<file path="src/core/fpm_pkg.sv">
package fpm_pkg;

    // Duty code width; code 0 is fully off, full scale is fully on.
    localparam int DUTY_W = 8;
    localparam logic [DUTY_W-1:0] DUTY_FULL = 8'hFF;

    // Clock rate and PWM repetition rate.
    localparam int CLK_HZ = 100_000_000;
    localparam int PWM_HZ = 30;
    // Clock cycles per PWM step so that DUTY_FULL steps make one period.
    localparam int PRESCALE_CYC = CLK_HZ / (PWM_HZ * 255);

    // Interval lengths counted in whole PWM periods, and the recovery pulse count.
    localparam int STARTUP_PERIODS = 32;
    localparam int MISS_PERIODS    = 32;
    localparam int DIAG_PERIODS    = 3;
    localparam int RECOVER_PERIODS = 32;
    localparam int RECOVER_PULSES  = 16;

    // Tach blanking after drive turn-on.
    localparam int BLANK_NS  = 3000;
    localparam int CLK_NS    = 10;
    localparam int BLANK_CYC = (BLANK_NS + CLK_NS - 1) / CLK_NS;

    // Default digital thresholds for the level inputs.
    localparam logic [DUTY_W-1:0] OVERTEMP_THRESHOLD = 8'hFF;
    localparam logic [DUTY_W-1:0] SHUTDOWN_THRESHOLD = 8'h00;

    typedef enum logic [2:0] {
        FPM_SHUTDOWN,
        FPM_STARTUP1,
        FPM_STARTUP2,
        FPM_RUN,
        FPM_DIAG,
        FPM_FAULT
    } fpm_state_t;

    // Levels presented to the controller.
    typedef struct packed {
        logic [DUTY_W-1:0] temp;
        logic [DUTY_W-1:0] min_speed;
    } fpm_levels_t;

endpackage

</file>
<file path="src/core/fpm_tach_sync.sv">
`timescale 1ns/10ps
`default_nettype none
// Three-stage synchroniser with agreement filter and rising-edge pulse.
module fpm_tach_sync (
    input  wire logic clock,
    input  wire logic rst,
    input  wire logic clk_en,
    input  wire logic async_in,
    output logic      rise_pulse
);
    logic s1_ff;
    logic s2_ff;
    logic s3_ff;
    logic level_ff;

    always_ff @(posedge clock or posedge rst) begin
        if (rst) begin
            s1_ff <= 1'b0;
            s2_ff <= 1'b0;
            s3_ff <= 1'b0;
        end else if (clk_en) begin
            s1_ff <= async_in;
            s2_ff <= s1_ff;
            s3_ff <= s2_ff;
        end
    end

    // A change counts only once the second and third stage agree.
    always_ff @(posedge clock or posedge rst) begin
        if (rst) begin
            level_ff <= 1'b0;
        end else if (clk_en && (s2_ff == s3_ff)) begin
            level_ff <= s3_ff;
        end
    end

    assign rise_pulse = clk_en && (s2_ff == s3_ff) && s3_ff && !level_ff;
endmodule
`default_nettype wire

</file>
<file path="src/core/fpm_fan_ctrl.sv">
`timescale 1ns/10ps
`default_nettype none
// Overview of operation
// Fault shown by driving alarm low; pin is only pulled low or released.
// Fan-fault alarm holds until 16 tach pulses arrive in one 32-period window.
// Over-temperature variant also alarms when temperature level reaches its threshold.
// During a fan fault the drive output stays continuously high.
// Nothing latches; monitoring continues and PWM resumes when the fan recovers.
// Speed is set only by duty; the period is fixed.
// Duty spans fully off to fully on inclusive.
// Default period gives a 30 Hz repetition rate.
// Active duty is the greater of temperature and minimum-speed levels.
// Drive output is active high.
// After reset or leaving shutdown, drive high for 32 periods first.
// Tach pulses seen during start-up lead to normal PWM afterwards.
// No pulses during start-up restarts the start-up interval once.
// No pulses in the second start-up interval raises the fan-fault alarm.
// Minimum-speed level at shutdown threshold: drive low, alarm released.
// In normal PWM, 32 periods without a tach pulse flag a fan problem.
// Tach pulses within 3.0 us after drive turn-on are ignored.
// Levels are digital duty codes compared with a free-running period counter.
// Tach input is synchronised and each rising edge counts as a pulse.
// A prescaler makes the PWM tick; all intervals count whole PWM periods.
module fpm_fan_ctrl #(
    parameter int OVERTEMP_EN  = 1,
    parameter int PRESCALE_CYC = fpm_pkg::PRESCALE_CYC
) (
    input  wire logic                  clock,
    input  wire logic                  rst,
    input  wire logic                  clk_en,
    input  wire fpm_pkg::fpm_levels_t  levels_in,
    input  wire logic [7:0]            overtemp_threshold,
    input  wire logic [7:0]            shutdown_threshold,
    input  wire logic                  tach_in,
    output logic                       fan_drive_out,
    output logic                       alarm_n_out,
    output logic                       alarm_n_oe,
    output fpm_pkg::fpm_state_t        state_out
);
    localparam int PW = $clog2(PRESCALE_CYC + 1);
    localparam int BW = $clog2(fpm_pkg::BLANK_CYC + 1);

    fpm_pkg::fpm_state_t state_ff;
    fpm_pkg::fpm_state_t nxt_state;
    logic [PW-1:0]       pre_cnt_ff;
    logic [7:0]          ramp_ff;
    logic [5:0]          per_cnt_ff;
    logic [4:0]          pulse_cnt_ff;
    logic                seen_ff;
    logic [BW-1:0]       blank_cnt_ff;
    logic                drive_ff;
    logic                alarm_ff;
    logic                tach_rise;
    logic                tach_ok;
    logic                step_tick;
    logic                period_tick;
    logic [7:0]          duty;
    logic                pwm_level;
    logic                shutdown_req;
    logic                overtemp;
    logic                nxt_drive;
    logic                interval_done;

    fpm_tach_sync u_sync (
        .clock      (clock),
        .rst        (rst),
        .clk_en     (clk_en),
        .async_in   (tach_in),
        .rise_pulse (tach_rise)
    );

    // Prescaler: one step per PRESCALE_CYC clocks, 255 steps per period.
    always_ff @(posedge clock or posedge rst) begin
        if (rst) begin
            pre_cnt_ff <= '0;
        end else if (clk_en) begin
            if (pre_cnt_ff == PW'(PRESCALE_CYC - 1)) begin
                pre_cnt_ff <= '0;
            end else begin
                pre_cnt_ff <= pre_cnt_ff + 1'b1;
            end
        end
    end
    assign step_tick = clk_en && (pre_cnt_ff == PW'(PRESCALE_CYC - 1));

    // Free-running ramp 0..254 sets a fixed period regardless of duty.
    always_ff @(posedge clock or posedge rst) begin
        if (rst) begin
            ramp_ff <= '0;
        end else if (step_tick) begin
            ramp_ff <= (ramp_ff == 8'hFE) ? 8'h00 : ramp_ff + 8'h01;
        end
    end
    assign period_tick = step_tick && (ramp_ff == 8'hFE);

    assign duty = (levels_in.temp > levels_in.min_speed) ? levels_in.temp
                                                         : levels_in.min_speed;
    // Code 0 never drives, code FF drives the whole period.
    assign pwm_level = (ramp_ff < duty);
    assign shutdown_req = (levels_in.min_speed <= shutdown_threshold);
    assign overtemp = (OVERTEMP_EN != 0) && (levels_in.temp >= overtemp_threshold);

    assign tach_ok = tach_rise && (blank_cnt_ff == '0);

    // Blanking counter restarts on each drive turn-on.
    always_ff @(posedge clock or posedge rst) begin
        if (rst) begin
            blank_cnt_ff <= '0;
        end else if (clk_en) begin
            if (nxt_drive && !drive_ff) begin
                blank_cnt_ff <= BW'(fpm_pkg::BLANK_CYC);
            end else if (blank_cnt_ff != '0) begin
                blank_cnt_ff <= blank_cnt_ff - 1'b1;
            end
        end
    end

    always_comb begin
        case (state_ff)
            fpm_pkg::FPM_STARTUP1,
            fpm_pkg::FPM_STARTUP2: interval_done = (per_cnt_ff == 6'(fpm_pkg::STARTUP_PERIODS - 1));
            fpm_pkg::FPM_DIAG:     interval_done = (per_cnt_ff == 6'(fpm_pkg::DIAG_PERIODS - 1));
            fpm_pkg::FPM_RUN:      interval_done = (per_cnt_ff == 6'(fpm_pkg::MISS_PERIODS - 1));
            default:               interval_done = (per_cnt_ff == 6'(fpm_pkg::RECOVER_PERIODS - 1));
        endcase
        interval_done = interval_done && period_tick;
    end

    always_comb begin
        nxt_state = state_ff;
        case (state_ff)
            fpm_pkg::FPM_SHUTDOWN: begin
                nxt_state = fpm_pkg::FPM_STARTUP1;
            end
            fpm_pkg::FPM_STARTUP1: begin
                if (interval_done) begin
                    nxt_state = (seen_ff || tach_ok) ? fpm_pkg::FPM_RUN : fpm_pkg::FPM_STARTUP2;
                end
            end
            fpm_pkg::FPM_STARTUP2: begin
                if (interval_done) begin
                    nxt_state = (seen_ff || tach_ok) ? fpm_pkg::FPM_RUN : fpm_pkg::FPM_FAULT;
                end
            end
            fpm_pkg::FPM_RUN: begin
                if (interval_done && !seen_ff && !tach_ok) begin
                    nxt_state = fpm_pkg::FPM_DIAG;
                end
            end
            fpm_pkg::FPM_DIAG: begin
                if (seen_ff || tach_ok) begin
                    nxt_state = fpm_pkg::FPM_RUN;
                end else if (interval_done) begin
                    nxt_state = fpm_pkg::FPM_STARTUP2;
                end
            end
            fpm_pkg::FPM_FAULT: begin
                // Recovery needs the pulse count inside one window.
                if (interval_done &&
                    ({1'b0, pulse_cnt_ff} + {5'd0, tach_ok} >= 6'(fpm_pkg::RECOVER_PULSES))) begin
                    nxt_state = fpm_pkg::FPM_RUN;
                end
            end
            default: nxt_state = fpm_pkg::FPM_SHUTDOWN;
        endcase
        if (shutdown_req) begin
            nxt_state = fpm_pkg::FPM_SHUTDOWN;
        end
    end

    always_ff @(posedge clock or posedge rst) begin
        if (rst) begin
            state_ff <= fpm_pkg::FPM_SHUTDOWN;
        end else if (clk_en) begin
            state_ff <= nxt_state;
        end
    end

    // Period counter and pulse tracking restart on every state change.
    always_ff @(posedge clock or posedge rst) begin
        if (rst) begin
            per_cnt_ff   <= '0;
            seen_ff      <= 1'b0;
            pulse_cnt_ff <= '0;
        end else if (clk_en) begin
            if (nxt_state != state_ff || interval_done) begin
                per_cnt_ff   <= '0;
                seen_ff      <= 1'b0;
                pulse_cnt_ff <= '0;
            end else begin
                if (period_tick) begin
                    per_cnt_ff <= per_cnt_ff + 6'd1;
                end
                if (tach_ok) begin
                    seen_ff <= 1'b1;
                    if (pulse_cnt_ff != 5'h1F) begin
                        pulse_cnt_ff <= pulse_cnt_ff + 5'd1;
                    end
                end
            end
        end
    end

    always_comb begin
        case (nxt_state)
            fpm_pkg::FPM_SHUTDOWN: nxt_drive = 1'b0;
            fpm_pkg::FPM_RUN:      nxt_drive = pwm_level;
            default:               nxt_drive = 1'b1;
        endcase
    end

    always_ff @(posedge clock or posedge rst) begin
        if (rst) begin
            drive_ff <= 1'b0;
            alarm_ff <= 1'b0;
        end else if (clk_en) begin
            drive_ff <= nxt_drive;
            alarm_ff <= (nxt_state == fpm_pkg::FPM_FAULT) ||
                        (overtemp && nxt_state != fpm_pkg::FPM_SHUTDOWN);
        end
    end

    // Alarm is open drain: its line is only ever pulled low or released.
    assign fan_drive_out = drive_ff;
    assign alarm_n_out   = 1'b0;
    assign alarm_n_oe    = alarm_ff;
    assign state_out     = state_ff;

endmodule
`default_nettype wire

</file>
<file path="config.mk">
export PLATFORM = sky130hd
export DESIGN_NAME = fpm_fan_ctrl
export DESIGN_NICKNAME = d
export VERILOG_FILES = /design/src/core/fpm_pkg.sv /design/src/core/fpm_tach_sync.sv /design/src/core/fpm_fan_ctrl.sv
export SDC_FILE = /design/constraint.sdc
export NUM_CORES = 1
export LEC_CHECK = 0
export BUFFER_PORTS_ARGS = -buffer_cell sky130_fd_sc_hd__buf_2
export CAP_MARGIN = 20
export CELL_PAD_IN_SITES_DETAIL_PLACEMENT = 1
export CELL_PAD_IN_SITES_GLOBAL_PLACEMENT = 1
export CORE_MARGIN = 2
export CORE_UTILIZATION = 35
export DETAILED_ROUTE_END_ITERATION = 12
export PLACE_DENSITY_LB_ADDON = 0.1
export SYNTH_ARGS = -nofsm -noshare
export SYNTH_HDL_FRONTEND = slang
export SYNTH_HIERARCHICAL = 1
export SYNTH_SLANG_ARGS = --single-unit
export TNS_END_PERCENT = 10
</file>
<file path="constraint.sdc">
create_clock -name clock -period 2.3 [get_ports clock]
set_input_delay 0.23 -clock clock [delete_from_list [all_inputs] [get_ports clock]]
set_output_delay 0.23 -clock clock [all_outputs]
set_load 0.03 [all_outputs]
</file>
==> results.toml <==
[status]
status = "finished, violations left"
violations = "setup timing"

[synth]
synth_edf_count = 0
synthCells = 421
yosys_warnings = 6
synth_top_cells_by_area = "dfrtp_1 (35%), ha_1 (13%), inv_1 (4.2%), nand2_1 (3.6%), a21oi_1 (3.5%)"
synth.area.mux_share_pct = 3.914
synthFlopType = "dfrtp_1"
ys_types = 61
synth_compound_area_share_pct = 16.56
avgSynthCellArea_sq_um = 8.883
post_synth_xor_area_fraction_pct = 5.152
synth_nets = 497
synth_top_family_by_area = "simple AND/OR/NAND/NOR gates"
synth.yosys.seq_area_share_pct = 34.79
netlist.area_leader.share_pct = 34.79
ys_ff_latch = 52
synthAdderAreaFrac_pct = 13.38
synth-simple-area-share_pct = 20.04
yosys.area.top_type = "dfrtp_1"
async_flop_share_pct = 100.0
syn_area_sq_um = 3740

[grt]
grt_usage_pct = 19.77
grt-ovfl-total = 0
grt_max_degree = 49
grt_pass1_vias = 3891
antenna_found_initial = 0
grt_pass1_wl_um = 18350

[clocking]
cts.sinks = 52
cts.reportedPaths.clkPinSlew_ns = 0.11
root_buffer = "clkbuf_8"
cts_tree = "built"
cts_buffers = 5
clk_path_buf_depth = 2
clock_latency_ns = 0.31
htree_levels = 2

[power_and_ir_drop]
pwr_density_cell_nw_per_um2 = 569.0
seqPwrFrac_pct = 40.1
combinationalPowerShare_pct = 39.7
total_power_mw = 2.896
leakagePower_nw = 2.486
vdd_drop_max_mv = 0.3754
p_switching_mw = 0.9915
p_sw_share_pct = 34.23
power_frac_clock_pct = 20.3
p_int_mw = 1.905

[worst_setup_path]
crit_end = "blank_cnt_ff[0]"
cp.required_ns = 2.51
rr_endpoint = "blank_cnt_ff[0]"
cp-end-kind = "flop"
crit_arrival_ns = 3.28
cp_max_fo = 6
regToRegSetupSlack_ns = -0.27
cp-startpoint = "levels_in[15]"
path_class = "in -> reg"
r2r_cells = 8
r2r_start = "per_cnt_ff[2]"
worstSetupStartpointType = "input pin"

[cells_and_area]
layout_commonest_cell = "buf_4"
final_nets = 627
final_cell_mix = "buf_4 (91), dfrtp_1 (52), nand2_1 (36), inv_1 (36), buf_2 (36)"
fin_util_pct = 49.08
area_growth_pct = 36.10
final_cells = 688
drive_gt1_share_pct = 33.88
n_antenna_cell = 0

[sta]
finalSetupViolCount = 21
timing.hold.ws_ns = 0.1387
rsz0062_at_grt = "true"
period_share_pct = 133.3
finalCriticalPeriod_ns = 3.067
finalHoldViolCount = 0
clock_skew_ns = 0.008120
max_freq_mhz = 326.1
slew_viol_final = 0
setup_ws_ns = -0.7670

[floorplan]
fp.dieH_um = 107.4
core_area_sq_um = 10370
start_util_pct = 36.06
die_area_sq_um = 11530
die_w_um = 107.4
placementRows = 37
io_pins = 42

[placement]
placed_cells = 673
port_buffers = 40
dp_hpwl_um = 8232
gp_congestion = 0.8100
place_ws_ns = -1.131

[job]
drv_cap = 0

[routing]
vias = 3511
first_pass_iters = 4
avgRoutedWirePerCell_um = 15.28
via_per_inst = 5.103
drt-total-wl_um = 10510
route.detailed.drc = 0
dr.first_iter.drc_count = 65
ant_nets = 0

[min_path]
worst_hold_startpoint = "tach_in"
hold_path.class = "in -> reg"
final cells by class:
type                            instances  area [sq um]
Fill cell                            1239          5280
Clock buffer                            6         82.58
Sequential cell                        52          1301
Inverter                               42         160.2
Clock inverter                          2         13.76
Tap cell                              136         170.2
Multi-Input combinational cell        315          2389
Timing Repair Buffer                  135         973.4
repair_timing:
action,CTS,global route
pin swaps,13,4
gates resized for setup,30,11
endpoints found under the hold margin,52,0
setup buffers,5,1
hold buffers,1,0
endpoints found under the setup margin,26,28
kinds of logic (layout without fill, tap and decap cells):
kind of cell	Yosys count	after routing
DFF	52	52
and+or+nand+nor	144	144
adders and majority gates	40	40
xor gates and xnor gates	22	22
muxes	14	14
buffers and inverters	54	185
other	1	1
AOI/OAI and AO/OA	94	94
power by group through the flow:
stage / Clock, mW / Combinational, mW / Sequential (mW)
finish: 0.587 / 1.15 / 1.16
global route: 0.643 / 1.28 / 1.18
CTS: 0.615 / 1.14 / 1.16
detailed placement: 0 / 1.09 / 1.17
global placement: 0 / 1.05 / 1.16
floorplan: 0 / 0.508 / 1.23
Yosys cell counts (3+ instances only):
master	number
a211oi_1	4
a21o_1	5
a21oi_1	26
a31oi_1	3
and2_1	4
and3_1	5
and4_1	4
clkbuf_1	5
dfrtp_1	52
ha_1	40
inv_1	42
mux2_2	5
mux2i_1	9
nand2_1	36
nand2b_1	4
nand3_1	13
nand4_1	15
nor2_1	24
nor2b_1	5
nor3_1	17
nor3b_1	3
o21ai_0	23
o22ai_1	6
o31ai_1	4
xnor2_1	12
xor2_1	10
worst max-delay path, stage by stage:
cell and delay, ns:
buf_2 0.12, ha_4 0.27, nand4_1 0.20, buf_4 0.22, a211oi_4 0.30, nor2_4 0.11
mux2i_1 0.15, ha_1 0.33, a21o_1 0.19, a21oi_2 0.13, o21ai_1 0.10, a21oi_2 0.16
o41ai_4 0.12, a211oi_4 0.31, nand2_2 0.10, a31o_1 0.22
state kept, by name, summed over array words and instances (netlist names), 3 cells and up:
name / cells
state_out: 3
ramp_ff: 8
pre_cnt_ff: 14
pulse_cnt_ff: 5
blank_cnt_ff: 9
per_cnt_ff: 6
how the worst min path moves through the flow:
stage	endpoint	slack, ns	cells past startpoint
after floorplan	u_sync/level_ff	-0.004	1
after global placement	u_sync/s1_ff	0.13	2
after detailed placement	u_sync/s3_ff	0.14	2
after CTS	u_sync/s1_ff	0.13	2
after global routing	u_sync/s1_ff	0.14	2
final	u_sync/s1_ff	0.14	2
per-layer routing:
metal	GRT usage (%)	up-vias	wire, um	share of wire [%]
met5	0	-	0	0
li1	-	1763	-	-
met2	36.62	24	5378	51
met4	4.029	0	91	0.87
met3	2.542	8	162	1.5
met1	24.51	1716	4881	46
stage by stage:
step / setup TNS, ns / instance area, sq um
6_report: -7.800 / 5090
5_1_grt: -11.03 / 5090
4_1_cts: -6.934 / 5041
3_5_place_dp: -14.46 / 4751
3_3_place_gp: -11.75 / 4751
2_1_floorplan: -7.362 / 3764
Power figures use the tool's default switching activity.
